**src/scr_pkg.sv**
```systemverilog
// Shared constants, enumerations and carriers of the system clock, reset and mode unit.
package scr_pkg;

	// ---------------------------------------------------------------
	// Register offsets
	// ---------------------------------------------------------------
	localparam logic [7:0] OFS_CHIP_ID              = 8'h00;
	localparam logic [7:0] OFS_SYSTEM_MODE          = 8'h04;
	localparam logic [7:0] OFS_SW_RESET             = 8'h08;
	localparam logic [7:0] OFS_RESET_SRC_ENABLE     = 8'h18;
	localparam logic [7:0] OFS_RESET_SRC_STATUS     = 8'h1c;
	localparam logic [7:0] OFS_PERIPH_RESET_ENABLE  = 8'h20;
	localparam logic [7:0] OFS_PERIPH_FUNC_ENABLE   = 8'h28;
	localparam logic [7:0] OFS_PERIPH_CLOCK_GATE    = 8'h30;
	localparam logic [7:0] OFS_CLOCK_SOURCE_CONTROL = 8'h40;
	localparam logic [7:0] OFS_CLOCK_SELECT         = 8'h44;
	localparam logic [7:0] OFS_SYNTH_CONTROL        = 8'h60;
	localparam logic [7:0] OFS_FLASH_MEMORY_CONTROL = 8'h88;

	// ---------------------------------------------------------------
	// Field positions
	// ---------------------------------------------------------------
	localparam int SRC_CTL_FAST_BIT  = 0;
	localparam int SRC_CTL_XTAL_BIT  = 1;
	localparam int SEL_LSB           = 0;
	localparam int MODE_LSB          = 0;
	localparam int PRIOR_MODE_LSB    = 4;
	localparam int SW_RESET_BIT      = 1;
	localparam int SYN_EN_BIT        = 0;
	localparam int SYN_REF_BIT       = 1;
	localparam int SYN_PRE_LSB       = 4;
	localparam int SYN_MULT_LSB      = 8;
	localparam int SYN_POST_LSB      = 16;
	localparam int SYN_LOCK_BIT      = 31;
	localparam int STATUS_POR_BIT    = 7;

	// ---------------------------------------------------------------
	// Reset values
	// ---------------------------------------------------------------
	localparam logic [31:0] CHIP_ID_VAL     = 32'h5a5a_0001; // Arbitrary value.
	localparam logic [6:0]  RESET_EN_RST    = 7'h49;
	localparam logic [7:0]  RESET_STAT_RST  = 8'h80;
	localparam logic [31:0] PRST_EN_RST     = 32'h03ff_1f1f;
	localparam logic [31:0] PFUNC_EN_RST    = 32'h0000_000f;
	localparam logic [31:0] PCLK_GATE_RST   = 32'h0000_000f;
	localparam logic [3:0]  SYN_PRE_RST     = 4'h1;
	localparam logic [7:0]  SYN_MULT_RST    = 8'h10;
	localparam logic [3:0]  SYN_POST_RST    = 4'h4;
	localparam logic        FLASH_FOUR_RST  = 1'b1;
	localparam logic [1:0]  PRIOR_MODE_RST  = 2'h0;

	// ---------------------------------------------------------------
	// Frequencies and timing
	// ---------------------------------------------------------------
	localparam int          SYS_CLK_MHZ       = 50;
	localparam int          RING_MHZ          = 1;
	localparam int          POR_TIME_US       = 4000;
	localparam int          POR_RING_TICKS    = POR_TIME_US * RING_MHZ;
	localparam int          SYN_LOCK_TIME_US  = 50;
	localparam int          SYN_LOCK_CYCLES   = SYN_LOCK_TIME_US * SYS_CLK_MHZ;
	localparam int          WARM_HOLD_CYCLES  = 16;
	localparam int          XTAL_MHZ          = 8;
	localparam logic [7:0]  FAST_MHZ          = 8'h14;
	localparam logic [15:0] SYN_MIN_MHZ       = 16'h0008;
	localparam logic [15:0] SYN_MAX_MHZ       = 16'h0050;

	// ---------------------------------------------------------------
	// Enumerations and carriers
	// ---------------------------------------------------------------
	typedef enum logic [1:0] {
		SRC_RING = 2'b00,
		SRC_FAST = 2'b01,
		SRC_XTAL = 2'b10,
		SRC_SYN  = 2'b11
	} scr_src_e;

	typedef enum logic [1:0] {
		MODE_RUN   = 2'b00,
		MODE_SLEEP = 2'b01,
		MODE_PDOWN = 2'b10,
		MODE_INIT  = 2'b11
	} scr_mode_e;

	typedef enum logic [1:0] {
		RST_POR_WAIT = 2'b00,
		RST_ACTIVE   = 2'b01,
		RST_WARM     = 2'b10
	} scr_rst_e;

	typedef enum logic [1:0] {
		SW_PASS  = 2'b00,
		SW_DRAIN = 2'b01,
		SW_ARM   = 2'b10
	} scr_sw_e;

	typedef struct packed {
		logic free_running_core_clock_en;
		logic hclk_en;
		logic pclk_en;
	} scr_clk_s;

	typedef struct packed {
		logic       en;
		logic       ref_sel;
		logic [3:0] pre;
		logic [7:0] mult;
		logic [3:0] post;
	} scr_synth_cfg_s;

endpackage

```
**src/scr_clk_switch.sv**
```systemverilog
// Glitch-free switch between clock source ticks.
`timescale 1ns/1ns
`default_nettype none
module scr_clk_switch (
	input  wire logic             i_sys_clk,
	input  wire logic             i_reset,
	input  wire logic [3:0]       i_src_tick,
	input  wire scr_pkg::scr_src_e i_sel,
	output logic                  o_tick,
	output logic                  o_busy,
	output scr_pkg::scr_src_e     o_cur
);

	scr_pkg::scr_sw_e  state_r;
	scr_pkg::scr_src_e cur_r;
	scr_pkg::scr_src_e tgt_r;
	logic              tick_r;

	wire cur_tick = i_src_tick[cur_r];

	// ---------------------------------------------------------------
	// Switch sequence
	// ---------------------------------------------------------------
	// The old source is closed only on its own edge and the new one
	// opened only after its first edge, so no period is ever shortened.
	always_ff @(posedge i_sys_clk) begin
		if (i_reset) begin
			state_r <= scr_pkg::SW_PASS;
			cur_r   <= scr_pkg::SRC_RING;
			tgt_r   <= scr_pkg::SRC_RING;
			tick_r  <= 1'b0;
		end else begin
			tick_r <= (state_r == scr_pkg::SW_PASS) && cur_tick;
			case (state_r)
				scr_pkg::SW_PASS: begin
					if (i_sel != cur_r) begin
						tgt_r   <= i_sel;
						state_r <= scr_pkg::SW_DRAIN;
					end
				end
				scr_pkg::SW_DRAIN: begin
					if (cur_tick) begin
						cur_r   <= tgt_r;
						state_r <= scr_pkg::SW_ARM;
					end
				end
				scr_pkg::SW_ARM: begin
					if (cur_tick) begin
						state_r <= scr_pkg::SW_PASS;
					end
				end
				default: begin
					state_r <= scr_pkg::SW_PASS;
				end
			endcase
		end
	end

	assign o_tick = tick_r;
	assign o_busy = (state_r != scr_pkg::SW_PASS);
	assign o_cur  = cur_r;

endmodule
`default_nettype wire

```
**src/scr_sys_ctrl.sv**
```systemverilog
// System clock source selection, reset sequencing and operating mode control.
//
// The register offsets and the plain strobed port were chosen for this implementation.
`timescale 1ns/1ns
`default_nettype none
module scr_sys_ctrl #(
	parameter int unsigned P_POR_RING_TICKS  = scr_pkg::POR_RING_TICKS,
	parameter int unsigned P_SYN_LOCK_CYCLES = scr_pkg::SYN_LOCK_CYCLES,
	parameter int unsigned P_XTAL_MHZ        = scr_pkg::XTAL_MHZ
) (
	input  wire logic                   i_sys_clk,
	input  wire logic                   i_reset,
	input  wire logic [7:0]             i_addr,
	input  wire logic [31:0]            i_wdata,
	input  wire logic                   i_wr,
	input  wire logic                   i_rd,
	output logic [31:0]                 o_rdata,
	input  wire logic [3:0]             i_osc_clk,
	output logic [3:0]                  o_osc_en,
	output scr_pkg::scr_synth_cfg_s     o_synth_cfg,
	input  wire logic                   i_external_reset_n_pin,
	input  wire logic                   i_wdt_rst,
	input  wire logic                   i_lvd_rst,
	input  wire logic                   i_mclk_fail,
	input  wire logic                   i_xtal_fail,
	input  wire logic                   i_cpu_req_rst,
	input  wire logic                   i_vdc_drop,
	input  wire logic                   i_core_wfi,
	input  wire logic                   i_wakeup,
	output scr_pkg::scr_clk_s           o_clk_en,
	output logic [31:0]                 o_pclk_gate,
	output logic [31:0]                 o_periph_func_en,
	output logic [31:0]                 o_periph_rst,
	output logic                        o_core_system_reset_n,
	output logic                        o_debug_reset_n,
	output logic                        o_warm_reset,
	output logic                        o_flash_wait_four,
	output scr_pkg::scr_mode_e          o_mode
);

	// ---------------------------------------------------------------
	// State
	// ---------------------------------------------------------------
	logic [4:0]              sync1_r;
	logic [4:0]              sync2_r;
	logic [3:0]              osc_dly_r;
	scr_pkg::scr_rst_e       rst_state_r;
	logic [15:0]             por_cnt_r;
	logic [4:0]              hold_cnt_r;
	logic [6:0]              rst_en_r;
	logic [7:0]              rst_stat_r;
	logic [7:0]              rst_stat_nxt;
	logic [31:0]             prst_en_r;
	logic [31:0]             pfunc_en_r;
	logic [31:0]             pclk_gate_en_r;
	logic                    fast_en_r;
	logic                    xtal_en_r;
	scr_pkg::scr_src_e       sel_r;
	scr_pkg::scr_src_e       sel_nxt;
	scr_pkg::scr_synth_cfg_s syn_r;
	logic [11:0]             syn_cnt_r;
	logic                    flash_four_r;
	scr_pkg::scr_mode_e      mode_r;
	logic [1:0]              prior_mode_r;
	logic                    sleep_arm_r;
	logic                    pd_arm_r;
	logic                    sw_req_r;
	scr_pkg::scr_clk_s       clk_en_r;
	logic [31:0]             pclk_gate_r;
	logic [31:0]             prst_r;
	logic [31:0]             rdata_r;

	// ---------------------------------------------------------------
	// Register decode
	// ---------------------------------------------------------------
	wire wr_mode    = i_wr && (i_addr == scr_pkg::OFS_SYSTEM_MODE);
	wire wr_software_reset_bit   = i_wr && (i_addr == scr_pkg::OFS_SW_RESET);
	wire wr_rst_en  = i_wr && (i_addr == scr_pkg::OFS_RESET_SRC_ENABLE);
	wire wr_rst_st  = i_wr && (i_addr == scr_pkg::OFS_RESET_SRC_STATUS);
	wire wr_prst    = i_wr && (i_addr == scr_pkg::OFS_PERIPH_RESET_ENABLE);
	wire wr_pfunc   = i_wr && (i_addr == scr_pkg::OFS_PERIPH_FUNC_ENABLE);
	wire wr_pgate   = i_wr && (i_addr == scr_pkg::OFS_PERIPH_CLOCK_GATE);
	wire wr_src_ctl = i_wr && (i_addr == scr_pkg::OFS_CLOCK_SOURCE_CONTROL);
	wire wr_sel     = i_wr && (i_addr == scr_pkg::OFS_CLOCK_SELECT);
	wire wr_syn     = i_wr && (i_addr == scr_pkg::OFS_SYNTH_CONTROL);
	wire wr_flash   = i_wr && (i_addr == scr_pkg::OFS_FLASH_MEMORY_CONTROL);

	wire in_por   = (rst_state_r == scr_pkg::RST_POR_WAIT);
	wire in_warm  = (rst_state_r == scr_pkg::RST_WARM);
	wire active   = (rst_state_r == scr_pkg::RST_ACTIVE);

	// ---------------------------------------------------------------
	// Pin synchronisers and oscillator edge ticks
	// ---------------------------------------------------------------
	always_ff @(posedge i_sys_clk) begin
		if (i_reset) begin
			sync1_r   <= 5'h1f;
			sync2_r   <= 5'h1f;
			osc_dly_r <= 4'hf;
		end else begin
			sync1_r   <= {i_external_reset_n_pin, i_osc_clk};
			sync2_r   <= sync1_r;
			osc_dly_r <= sync2_r[3:0];
		end
	end

	wire [3:0] src_tick = sync2_r[3:0] & ~osc_dly_r & o_osc_en;
	wire       ring_tick = src_tick[scr_pkg::SRC_RING];

	// ---------------------------------------------------------------
	// Reset sources
	// ---------------------------------------------------------------
	wire [6:0] rst_evt = {~sync2_r[4], i_wdt_rst, i_lvd_rst, i_cpu_req_rst,
		sw_req_r, i_mclk_fail, i_xtal_fail};
	wire [6:0] rst_hit  = rst_evt & rst_en_r & {7{active}};
	wire       warm_trig = (|rst_hit) || (i_vdc_drop && !in_por);
	wire [7:0] rst_clr   = wr_rst_st ? i_wdata[7:0] : 8'h00;
	wire [7:0] rst_set   = {i_vdc_drop, rst_hit};

	// Status bits are write-one-to-clear; a new event wins over the clear.
	assign rst_stat_nxt = (rst_stat_r & ~rst_clr) | rst_set;

	// ---------------------------------------------------------------
	// Reset sequencer
	// ---------------------------------------------------------------
	always_ff @(posedge i_sys_clk) begin
		if (i_reset) begin
			rst_state_r <= scr_pkg::RST_POR_WAIT;
			por_cnt_r   <= 16'h0000;
			hold_cnt_r  <= 5'h00;
		end else begin
			case (rst_state_r)
				scr_pkg::RST_POR_WAIT: begin
					if (ring_tick) begin
						por_cnt_r <= por_cnt_r + 16'h0001;
						if (por_cnt_r == 16'(P_POR_RING_TICKS - 1)) begin
							rst_state_r <= scr_pkg::RST_ACTIVE;
						end
					end
				end
				scr_pkg::RST_ACTIVE: begin
					hold_cnt_r <= 5'h00;
					if (warm_trig) begin
						rst_state_r <= scr_pkg::RST_WARM;
					end
				end
				scr_pkg::RST_WARM: begin
					if (|(rst_evt & rst_en_r) || i_vdc_drop) begin
						hold_cnt_r <= 5'h00;
					end else if (hold_cnt_r == 5'(scr_pkg::WARM_HOLD_CYCLES - 1)) begin
						rst_state_r <= scr_pkg::RST_ACTIVE;
					end else begin
						hold_cnt_r <= hold_cnt_r + 5'h01;
					end
				end
				default: begin
					rst_state_r <= scr_pkg::RST_POR_WAIT;
				end
			endcase
		end
	end

	// ---------------------------------------------------------------
	// Registers that survive a warm reset
	// ---------------------------------------------------------------
	always_ff @(posedge i_sys_clk) begin
		if (i_reset) begin
			rst_en_r     <= scr_pkg::RESET_EN_RST;
			rst_stat_r   <= scr_pkg::RESET_STAT_RST;
			prst_en_r    <= scr_pkg::PRST_EN_RST;
			prior_mode_r <= scr_pkg::PRIOR_MODE_RST;
		end else begin
			rst_stat_r <= rst_stat_nxt;
			if (wr_rst_en) begin
				rst_en_r <= i_wdata[6:0];
			end
			if (wr_prst) begin
				prst_en_r <= i_wdata;
			end
			if (active && warm_trig) begin
				prior_mode_r <= mode_r;
			end
		end
	end

	// ---------------------------------------------------------------
	// Clock source control
	// ---------------------------------------------------------------
	wire [7:0]  syn_ref   = syn_r.ref_sel ? 8'(P_XTAL_MHZ) : scr_pkg::FAST_MHZ;
	wire [15:0] syn_prod  = 16'(syn_ref * syn_r.mult);
	wire [15:0] syn_div   = 16'(syn_r.pre * syn_r.post);
	wire        syn_range = (syn_prod >= 16'(scr_pkg::SYN_MIN_MHZ * syn_div)) &&
		(syn_prod <= 16'(scr_pkg::SYN_MAX_MHZ * syn_div));
	wire        syn_lock  = syn_r.en && syn_range &&
		(syn_cnt_r == 12'(P_SYN_LOCK_CYCLES));
	wire        syn_ref_ok = syn_r.ref_sel ? o_osc_en[scr_pkg::SRC_XTAL] : fast_en_r;
	wire [3:0]  src_ready = {syn_lock, o_osc_en[2:1], 1'b1};
	wire        wake      = i_wakeup && ((mode_r == scr_pkg::MODE_SLEEP) ||
		(mode_r == scr_pkg::MODE_PDOWN));

	// A selection is taken only when the source runs; a running source that
	// is switched off falls back to the ring; its ticks are masked off, so the switch then waits for its edge until it is enabled again or i_reset.
	always_comb begin
		sel_nxt = sel_r;
		if (wake) begin
			sel_nxt = scr_pkg::SRC_RING;
		end else if (wr_sel && src_ready[i_wdata[1:0]]) begin
			sel_nxt = scr_pkg::scr_src_e'(i_wdata[scr_pkg::SEL_LSB +: 2]);
		end else if (!src_ready[sel_r]) begin
			sel_nxt = scr_pkg::SRC_RING;
		end
	end

	always_ff @(posedge i_sys_clk) begin
		if (i_reset || in_warm) begin
			fast_en_r      <= 1'b0;
			xtal_en_r      <= 1'b0;
			sel_r          <= scr_pkg::SRC_RING;
			syn_r          <= '{en: 1'b0, ref_sel: 1'b0, pre: scr_pkg::SYN_PRE_RST,
				mult: scr_pkg::SYN_MULT_RST, post: scr_pkg::SYN_POST_RST};
			syn_cnt_r      <= 12'h000;
			pfunc_en_r     <= scr_pkg::PFUNC_EN_RST;
			pclk_gate_en_r <= scr_pkg::PCLK_GATE_RST;
			flash_four_r   <= scr_pkg::FLASH_FOUR_RST;
		end else begin
			sel_r <= sel_nxt;
			if (wr_src_ctl) begin
				fast_en_r <= i_wdata[scr_pkg::SRC_CTL_FAST_BIT];
				xtal_en_r <= i_wdata[scr_pkg::SRC_CTL_XTAL_BIT];
			end
			if (wr_syn) begin
				syn_r.en      <= i_wdata[scr_pkg::SYN_EN_BIT];
				syn_r.ref_sel <= i_wdata[scr_pkg::SYN_REF_BIT];
				syn_r.pre     <= i_wdata[scr_pkg::SYN_PRE_LSB +: 4];
				syn_r.mult    <= i_wdata[scr_pkg::SYN_MULT_LSB +: 8];
				syn_r.post    <= i_wdata[scr_pkg::SYN_POST_LSB +: 4];
			end
			// Any reprogramming or a dead reference restarts the settle time.
			if (wr_syn || !syn_r.en || !syn_ref_ok) begin
				syn_cnt_r <= 12'h000;
			end else if (syn_cnt_r != 12'(P_SYN_LOCK_CYCLES)) begin
				syn_cnt_r <= syn_cnt_r + 12'h001;
			end
			if (wr_pfunc) begin
				pfunc_en_r <= i_wdata;
			end
			if (wr_pgate) begin
				pclk_gate_en_r <= i_wdata;
			end
			if (wr_flash) begin
				flash_four_r <= i_wdata[0];
			end
		end
	end

	// ---------------------------------------------------------------
	// Operating mode
	// ---------------------------------------------------------------
	wire [1:0] mode_req = i_wdata[scr_pkg::MODE_LSB +: 2];

	always_ff @(posedge i_sys_clk) begin
		if (i_reset || in_warm || in_por) begin
			mode_r      <= scr_pkg::MODE_INIT;
			sleep_arm_r <= 1'b0;
			pd_arm_r    <= 1'b0;
		end else if (wake) begin
			mode_r      <= scr_pkg::MODE_RUN;
			sleep_arm_r <= 1'b0;
			pd_arm_r    <= 1'b0;
		end else if (wr_mode && (mode_r == scr_pkg::MODE_INIT)) begin
			if (mode_req == scr_pkg::MODE_RUN) begin
				mode_r <= scr_pkg::MODE_RUN;
			end
		end else if (wr_mode && (mode_r == scr_pkg::MODE_RUN)) begin
			sleep_arm_r <= (mode_req == scr_pkg::MODE_SLEEP);
			pd_arm_r    <= (mode_req == scr_pkg::MODE_PDOWN);
		end else if (i_core_wfi && (mode_r == scr_pkg::MODE_RUN)) begin
			if (sleep_arm_r) begin
				mode_r <= scr_pkg::MODE_SLEEP;
			end else if (pd_arm_r) begin
				mode_r <= scr_pkg::MODE_PDOWN;
			end
		end
	end

	// ---------------------------------------------------------------
	// Software reset request
	// ---------------------------------------------------------------
	always_ff @(posedge i_sys_clk) begin
		if (i_reset || in_warm) begin
			sw_req_r <= 1'b0;
		end else begin
			sw_req_r <= wr_software_reset_bit && i_wdata[scr_pkg::SW_RESET_BIT];
		end
	end

	// ---------------------------------------------------------------
	// Clock switch and clock enables
	// ---------------------------------------------------------------
	logic              sys_tick;
	logic              sw_busy;
	scr_pkg::scr_src_e sw_cur;

	scr_clk_switch u_switch (
		.i_sys_clk  (i_sys_clk),
		.i_reset    (i_reset),
		.i_src_tick (src_tick),
		.i_sel      (sel_r),
		.o_tick     (sys_tick),
		.o_busy     (sw_busy),
		.o_cur      (sw_cur)
	);

	wire pd_stop    = (mode_r == scr_pkg::MODE_PDOWN);
	wire core_stop  = pd_stop || (mode_r == scr_pkg::MODE_SLEEP);
	wire pclk_next  = sys_tick && !pd_stop;

	always_ff @(posedge i_sys_clk) begin
		if (i_reset) begin
			clk_en_r <= '0;
		end else begin
			clk_en_r.free_running_core_clock_en <= sys_tick && !pd_stop;
			clk_en_r.hclk_en <= sys_tick && !core_stop;
			clk_en_r.pclk_en <= pclk_next;
		end
	end

	genvar gi;
	generate
		for (gi = 0; gi < 32; gi = gi + 1) begin : g_periph
			always_ff @(posedge i_sys_clk) begin
				if (i_reset) begin
					pclk_gate_r[gi] <= 1'b0;
					prst_r[gi]      <= 1'b1;
				end else begin
					pclk_gate_r[gi] <= pclk_next && pclk_gate_en_r[gi];
					prst_r[gi]      <= in_por || (in_warm && prst_en_r[gi]);
				end
			end
		end
	endgenerate

	// ---------------------------------------------------------------
	// Read port
	// ---------------------------------------------------------------
	wire [31:0] rd_mux =
		(i_addr == scr_pkg::OFS_CHIP_ID) ? scr_pkg::CHIP_ID_VAL :
		(i_addr == scr_pkg::OFS_SYSTEM_MODE) ? {26'h0, prior_mode_r, 2'h0, mode_r} :
		(i_addr == scr_pkg::OFS_SW_RESET) ? {30'h0, sw_req_r, 1'b0} :
		(i_addr == scr_pkg::OFS_RESET_SRC_ENABLE) ? {25'h0, rst_en_r} :
		(i_addr == scr_pkg::OFS_RESET_SRC_STATUS) ? {24'h0, rst_stat_r} :
		(i_addr == scr_pkg::OFS_PERIPH_RESET_ENABLE) ? prst_en_r :
		(i_addr == scr_pkg::OFS_PERIPH_FUNC_ENABLE) ? pfunc_en_r :
		(i_addr == scr_pkg::OFS_PERIPH_CLOCK_GATE) ? pclk_gate_en_r :
		(i_addr == scr_pkg::OFS_CLOCK_SOURCE_CONTROL) ? {30'h0, xtal_en_r, fast_en_r} :
		(i_addr == scr_pkg::OFS_CLOCK_SELECT) ? {27'h0, sw_busy, sw_cur, sel_r} :
		(i_addr == scr_pkg::OFS_SYNTH_CONTROL) ? {syn_lock, 11'h0, syn_r.post, syn_r.mult,
			syn_r.pre, 2'h0, syn_r.ref_sel, syn_r.en} :
		(i_addr == scr_pkg::OFS_FLASH_MEMORY_CONTROL) ? {31'h0, flash_four_r} :
		32'h0000_0000;

	always_ff @(posedge i_sys_clk) begin
		if (i_reset) begin
			rdata_r <= 32'h0000_0000;
		end else begin
			rdata_r <= i_rd ? rd_mux : 32'h0000_0000;
		end
	end

	// ---------------------------------------------------------------
	// Outputs
	// ---------------------------------------------------------------
	assign o_rdata               = rdata_r;
	assign o_osc_en              = {syn_r.en, xtal_en_r && fast_en_r, fast_en_r, 1'b1};
	assign o_synth_cfg           = syn_r;
	assign o_clk_en              = clk_en_r;
	assign o_pclk_gate           = pclk_gate_r;
	assign o_periph_func_en      = pfunc_en_r;
	assign o_periph_rst          = prst_r;
	assign o_core_system_reset_n = active;
	assign o_debug_reset_n       = !in_por;
	assign o_warm_reset          = in_warm;
	assign o_flash_wait_four     = flash_four_r;
	assign o_mode                = mode_r;

endmodule
`default_nettype wire

```
**config.mk**
```make
export PLATFORM = sky130hd
export DESIGN_NAME = scr_sys_ctrl
export DESIGN_NICKNAME = d
export VERILOG_FILES = /design/src/scr_pkg.sv /design/src/scr_clk_switch.sv /design/src/scr_sys_ctrl.sv
export SDC_FILE = /design/constraint.sdc
export NUM_CORES = 1
export LEC_CHECK = 0
export BUFFER_PORTS_ARGS = -buffer_cell sky130_fd_sc_hd__buf_4
export CAP_MARGIN = 10
export CORE_ASPECT_RATIO = 0.9
export CORE_UTILIZATION = 51
export CTS_CLUSTER_DIAMETER = 120
export CTS_CLUSTER_SIZE = 12
export DETAILED_ROUTE_END_ITERATION = 12
export PLACE_DENSITY = 0.85
export SLEW_MARGIN = 15
export SYNTH_ARGS = -nofsm -noshare
export SYNTH_HDL_FRONTEND = slang
export SYNTH_SLANG_ARGS = --single-unit
```
**constraint.sdc**
```tcl
create_clock -name i_sys_clk -period 4.65 [get_ports i_sys_clk]
set_input_delay 1.395 -clock i_sys_clk [delete_from_list [all_inputs] [get_ports i_sys_clk]]
set_output_delay 1.395 -clock i_sys_clk [all_outputs]
set_load 0.01 [all_outputs]
```
# Yosys cells after proc, flatten, opt, wreduce, memory -nomap -nowiden
# Cells that the tools add are included.
[word_totals] regBits=295 inputBits=57 word_cells=364
[classes] add_sub_neg=3 multipliers=3 n_lt_le_gt_ge=5 n_eq_ne=37 mux=43 bitwise=11 reduce_logical=161
[ops] cell="two-way mux 32 bit" count=6
[ops] cell="two-way mux 31 bit" count=5
[ops] cell="logical AND 1 bit" count=90
[ops] cell="logical OR 1 bit" count=39
[ops] cell="two-way mux 2 bit" count=17
[ops] cell="equality test 8 x 6 -> 1 bit, second input constant" count=3
[ops] cell="equality test 8 x 7 -> 1 bit, second input constant" count=3
[ops] cell="OR reduction 7 bit" count=3
[ops] cell="adder 16 x 1 -> 16 bit, second input constant" count=1
[ops] cell="equality test 16 x 12 -> 1 bit, second input constant" count=1
[ops] cell="equality test 8 x 5 -> 1 bit, second input constant" count=2
[ops] cell="less-or-equal comparator 13 x 15 -> 1 bit" count=1
[ops] cell="two-way mux 5 bit" count=3
[ops] cell="bitwise AND 7 bit" count=2
[ops] cell="greater-or-equal comparator 13 x 11 -> 1 bit" count=1
[ops] cell="multiplier 5 x 8 -> 13 bit" count=1
[ops] cell="adder 12 x 1 -> 12 bit, second input constant" count=1
[ops] cell="equality test 12 bit, second input constant" count=1
[ops] cell="!= test 12 bit, second input constant" count=1
[ops] cell="!= test 2 x 1 -> 1 bit, second input constant" count=6
[ops] cell="one-hot mux 2 bit (3 select lines)" count=2
[ops] cell="multiplier 3 x 8 -> 11 bit, first input constant" count=1
[ops] cell="equality test 2 bit, second input constant" count=5
[ops] cell="one-hot mux 5 bit (2 select lines)" count=1
[ops] cell="other kinds (35)" count=67

# Logic depth before layout (Yosys ltp)
[logic_depth] depth_word=17 ltp_mapped=25

# Hierarchy
# Synthesis repeated with hierarchy kept, for this count alone.
[unflattened] cells_unflattened=1547 area_unflattened_um2=13100.1
[modules_own_cells] module="scr_sys_ctrl" instances=1 cells_each=1513 area_each_um2=12739.7
[modules_own_cells] module="scr_clk_switch" instances=1 cells_each=34 area_each_um2=360.3

# Worst setup path after synthesis
# OpenSTA, ideal clock, no wires.
[synth_timing] path_type="register -> register" from="reg syn_r (netlist bit o_synth_cfg[3])" to="reg sel_r[0]" setup_time_ns=0.070 arrival_ns=5.143 t_required_ns=4.580 path_slack_ns=-0.563 stages_incl_launch_ff=25 path_buffers=0 synth_period_minus_slack_ns=5.213 cell_sequence="dfxtp_1 -> nand2_1 -> fa_1 -> inv_1 -> fa_1 -> ha_1 -> a21o_2 -> a21oi_1 -> xor2_1 -> inv_1 -> ha_1 -> ha_1 -> nor2b_1 -> o21a_1 -> o21ai_0 -> nand2_1 -> ha_1 -> o21ai_0 -> a21oi_1 -> o31ai_1 -> a31oi_1 -> o21ai_1 -> a31o_1 -> o21a_1 -> o21bai_1"
[synth_between] elab_chain_cells=10 word_cells_on_any_way=14 classes_between="2 x mul; 2 x order compare; 1 x eq/ne; 5 x mux; 4 x reduce/logical"
[synth_rtl] item="from (decl)" line_no="scr_sys_ctrl.sv:60" source="scr_pkg::scr_synth_cfg_s syn_r;"
[synth_rtl] item="from (signal assigned)" line_no="scr_sys_ctrl.sv:219" source="syn_r <= '{en: 1'b0, ref_sel: 1'b0, pre: scr_pkg::SYN_PRE_RST,"
[synth_rtl] item="multiplier 4 x 4 -> 8 bit (*)" line_no="scr_sys_ctrl.sv:191" source="wire [15:0] syn_div = 16'(syn_r.pre * syn_r.post);"
[synth_rtl] item="multiplier 3 x 8 -> 11 bit" line_no="scr_sys_ctrl.sv:193" source="(syn_prod <= 16'(scr_pkg::SYN_MAX_MHZ * syn_div));"
[synth_rtl] item="less-or-equal comparator 13 x 15 -> 1 bit" line_no="scr_sys_ctrl.sv:193"
[synth_rtl] item="logical AND 1 bit (*)" line_no="scr_sys_ctrl.sv:192" source="wire syn_range = (syn_prod >= 16'(scr_pkg::SYN_MIN_MHZ * syn_div)) &&"
[synth_rtl] item="logical AND 1 bit (*) (2 in a row)" line_no="scr_sys_ctrl.sv:194" source="wire syn_lock = syn_r.en && syn_range &&"
[synth_rtl] item="binary-select mux 1 bit (select 2 bit)" line_no="scr_sys_ctrl.sv:207" source="end else if (wr_sel && src_ready[i_wdata[1:0]]) begin"
[synth_rtl] item="two-way mux 1 bit (not written as such)" line_no="scr_sys_ctrl.sv:207"
[synth_rtl] item="logical AND 1 bit" line_no="scr_sys_ctrl.sv:207"
[synth_rtl] item="!= test 2 bit (no line) / two-way mux 2 bit (equally long branches)"
[synth_rtl] item="to (signal assigned)" line_no="scr_sys_ctrl.sv:218" source="sel_r <= scr_pkg::SRC_RING;"
[synth_rtl] item="to (signal assigned)" line_no="scr_sys_ctrl.sv:226" source="sel_r <= sel_nxt;"
[synth_rtl] item="to (decl)" line_no="scr_sys_ctrl.sv:58" source="scr_pkg::scr_src_e sel_r;"
# Every way passes the cells marked *; elsewhere a longest branch is shown, timed or not. The select of a mux whose other input is x is not followed.
# A chain may end at the register's enable or synchronous reset.

# Worst setup path after layout
[layout_timing] from="reg syn_r (netlist bit o_synth_cfg[12])" to="reg sel_r[1]"
# Same word-level chain as after synthesis.

==> results.py <==
metrics = {
    "floorplanning": {
        "fp.dieW_um": 170,
        "rows": 54,
        "die_h_um": 153,
        "io_pins": 216,
        "fp.dieArea_um2": 26100,
        "core_area_um2": 24600,
        "initial_core_util_pct": 52.7,
    },
    "sta": {
        "drv_slew": 0,
        "min_period_over_period_pct": 107,
        "finalHoldViolations": 0,
        "fin_worst_skew_ps": 22.1,
        "fin_ws_ps": -318,
        "tightest_slew_ps": 1050,
        "fin_tns_setup_ps": -900,
        "grt_setup_unrepaired": "true",
        "fin_crit_ps": 4970,
        "max_freq_ghz": 0.201,
        "setup_viol": 3,
        "max_slew_margin_pct": 30.0,
    },
    "layout": {
        "layout-drive-gt1-share_pct": 21.2,
        "final_common_cell": "nand2_1",
        "synthToLayoutAreaGrowth_pct": 23.4,
        "antenna_cells": 0,
        "design_area_um2": 16000,
        "regArea_um2": 5920,
        "fillerInstances": 2017,
        "layout_common_cells": "378 x nand2_1, 289 x dfxtp_1, 274 x buf_4",
        "fin_cells": 2083,
        "multi_input_area_um2": 6630,
        "nets": 1885,
    },
    "logic_synthesis": {
        "avgSynthCellArea_um2": 8.46,
        "synthesis.area_um2": 13000,
        "synth_edf_count": 0,
        "async_flop_share_pct": 0,
        "synth_flop_cell": "dfxtp_1",
        "ys_seq_area_share_pct": 45.6,
        "synthDistinctLibCells": 73,
        "postSynthCellCount": 1532,
        "ys_ff_latch": 295,
        "yosys_warnings": 0,
    },
    "place": {
        "dp.cells": 2047,
        "dp_hpwl_um": 27600,
        "place.port_buffers": 214,
        "place_congestion": 0.933,
        "placed_area_um2": 15100,
    },
    "clock_tree": {
        "hold_buffers": 0,
        "cts_sinks": 295,
        "clk_path_buf_depth": 3,
        "clkTransAtPathRegs_ps": 60,
        "clock_latency_ps": 550,
        "cts_tree": "done",
        "cts-root-buf": "clkbuf_16",
        "cts.htree.levels": 1,
        "cts_buffers": 28,
    },
    "power": {
        "switching_share_pct": 23.0,
        "clockPowerShare_pct": 40.2,
        "power.switching_w": 0.00114,
        "powerDensity_nw_per_um2": 310,
        "seqPwrFrac_pct": 52.5,
        "irDropWorstVdd_uv": 274,
        "p_comb_share_pct": 7.3,
        "intPower_w": 0.00382,
        "p_leak_nw": 6.58,
    },
    "detailed_routing": {
        "antenna_left": 0,
        "vias": 12200,
        "drc_errors": 0,
        "first_pass_iters": 7,
        "wl_per_cell_um": 18.7,
        "routed_wl_um": 39000,
        "drtIter0Drc": 1504,
        "viasPerCell": 5.84,
    },
    "grt": {
        "grt_pass1_vias": 11400,
        "grt_overflow": 0,
        "grt_util_met1_pct": 37.9,
        "use_met2_pct": 48.3,
        "grt_max_degree": 52,
        "grtUsageTotal_pct": 29.3,
        "grt_antenna_before_repair": 0,
        "grt_pass1_wl_um": 60800,
        "grtUsageMet3_pct": 5.57,
        "grt_busiest_layer": "met2",
    },
    "hold_path": {
        "worstHoldPathType": "flop to flop",
        "hp-start": "sync1_r[0]$_SDFF_PP1_",
    },
    "run": {
        "maxCapViolCount": 0,
    },
    "worst_setup_path": {
        "worst-setup-path-type": "flop to flop",
        "critPathArrivalTime_ps": 5450,
        "critPathMaxFanout": 4,
        "startpoint": "o_synth_cfg[12]$_SDFFE_PP1P_",
        "end_kind": "flop",
        "required_ps": 5130,
        "cp-start-kind": "flop",
        "regToRegStartpoint": "o_synth_cfg[12]$_SDFFE_PP1P_",
    },
    "run_status": {
        "violations": "setup timing",
        "status": "complete, but fails checks",
    },
}
## final timing paths
kind | endpoint | slack, ps | cells after the start
setup / recovery | sel_r[1]$_SDFFE_PP0P_ | -320 | 25
hold / removal | sync2_r[0]$_SDFF_PP1_ | 410 | 1
setup reg to reg | sel_r[1]$_SDFFE_PP0P_ | -320 | 25
hold reg to reg | sync2_r[0]$_SDFF_PP1_ | 410 | 1
## Yosys cell counts (all sizes together), types with 3 or more instances
master,instances,area share (%)
a211o,6,0.41
a211oi,5,0.29
a21o,9,0.53
a21oi,146,5.6
a221oi,11,0.74
a222oi,17,1.3
a22oi,18,1.0
a31oi,7,0.34
a32oi,6,0.41
and2,48,2.3
and3,13,0.63
and4,6,0.42
buf,26,1.1
clkbuf,67,2.0
dfxtp,295,46
fa,7,1.1
ha,75,7.2
inv,49,1.4
mux2i,9,0.70
nand2,381,11
nand2b,7,0.34
nand3,42,1.6
nand3b,22,1.3
nand4,7,0.34
nand4b,3,0.20
nor2,78,2.3
nor2b,20,0.97
nor3,17,0.77
nor3b,5,0.33
nor4,7,0.43
o21a,6,0.35
o21ai,25,0.97
o21bai,5,0.29
or2,15,0.72
or3,6,0.29
xnor2,10,0.68
xor2,25,1.7
## routing by layer
layer / up-vias / share of wire (%)
met3: 114 / 11
met4: 0 / 3.7
met5: - / 0
met1: 5657 / 39
li1: 5605 / -
met2: 797 / 46
## power by group through the flow
| stage | combinational (W) | clock, W | sequential [W] |
|---|---|---|---|
| after CTS | 0.000357 | 0.00201 | 0.00260 |
| final | 0.000364 | 0.00199 | 0.00260 |
| after detailed placement | 0.000355 | 0 | 0.00266 |
| after global routing | 0.000387 | 0.00211 | 0.00261 |
| after global placement | 0.000347 | 0 | 0.00266 |
| after floorplan | 0.000145 | 0 | 0.00267 |
## metrics by stage
step | setup WS, ps | total power (W) | util (%) | hold slack (ps)
6_report | -318 | 0.00496 | 65.0 | 407
5_1_grt | -535 | 0.00510 | 65.0 | 418
4_1_cts | -361 | 0.00497 | 64.8 | 407
3_5_place_dp | -489 | 0.00301 | 61.5 | 393
3_3_place_gp | -343 | 0.00301 | 61.5 | 394
2_1_floorplan | -71.4 | 0.00282 | - | 389
## cell type report
cell class / count / share of cell area [%]
multi-input combinational: 1096 / 41.5
sequential: 295 / 37.0
timing repair buffer: 276 / 13.1
clock buffer: 30 / 4.56
tap: 336 / 2.63
inverter: 49 / 1.15
clock inverter: 1 / 0.0469
## sequential cells by signal, summed over array words and instances (netlist names), 12 cells and up
signal	flops
prst_en_r	32
o_rdata	32
o_pclk_gate	32
por_cnt_r	16
pclk_gate_en_r	32
o_periph_func_en	32
o_periph_rst	32
syn_cnt_r	12
o_synth_cfg	17
## worst max-delay path: stages (launching register included)
cell and delay, ps:
dfxtp_4 350, nand2_2 50, fa_1 530, inv_1 50, fa_1 510, inv_1 60, fa_2 360, nor2b_1 130
o21ai_1 70, nand2b_1 80, xor2_1 210, ha_1 290, ha_4 280, inv_2 40, o21bai_2 150, a21oi_2 70
xor2_1 150, ha_1 320, o21ai_1 90, a21oi_1 160, o31ai_1 110, a31oi_2 210, o21ai_2 120, a31o_1 230
o21a_1 170, o21bai_1 110
## cells by family after synthesis
kind of cell    synth area share [%]
buf+inv                         4.55
fa+ha+maj                       8.32
simple gates                    24.5
xor+xnor                        2.37
other cells                   0.0579
compound gates                  13.9
mux                            0.782
flops                           45.6
## timing repair
action / CTS / global route
setup endpoints to repair: 3 / 3
pin swaps: 6 / 5
buffers inserted: 3 / 2
resized for setup: 8 / 9
Note: power is estimated with default switching activity, not from simulation.
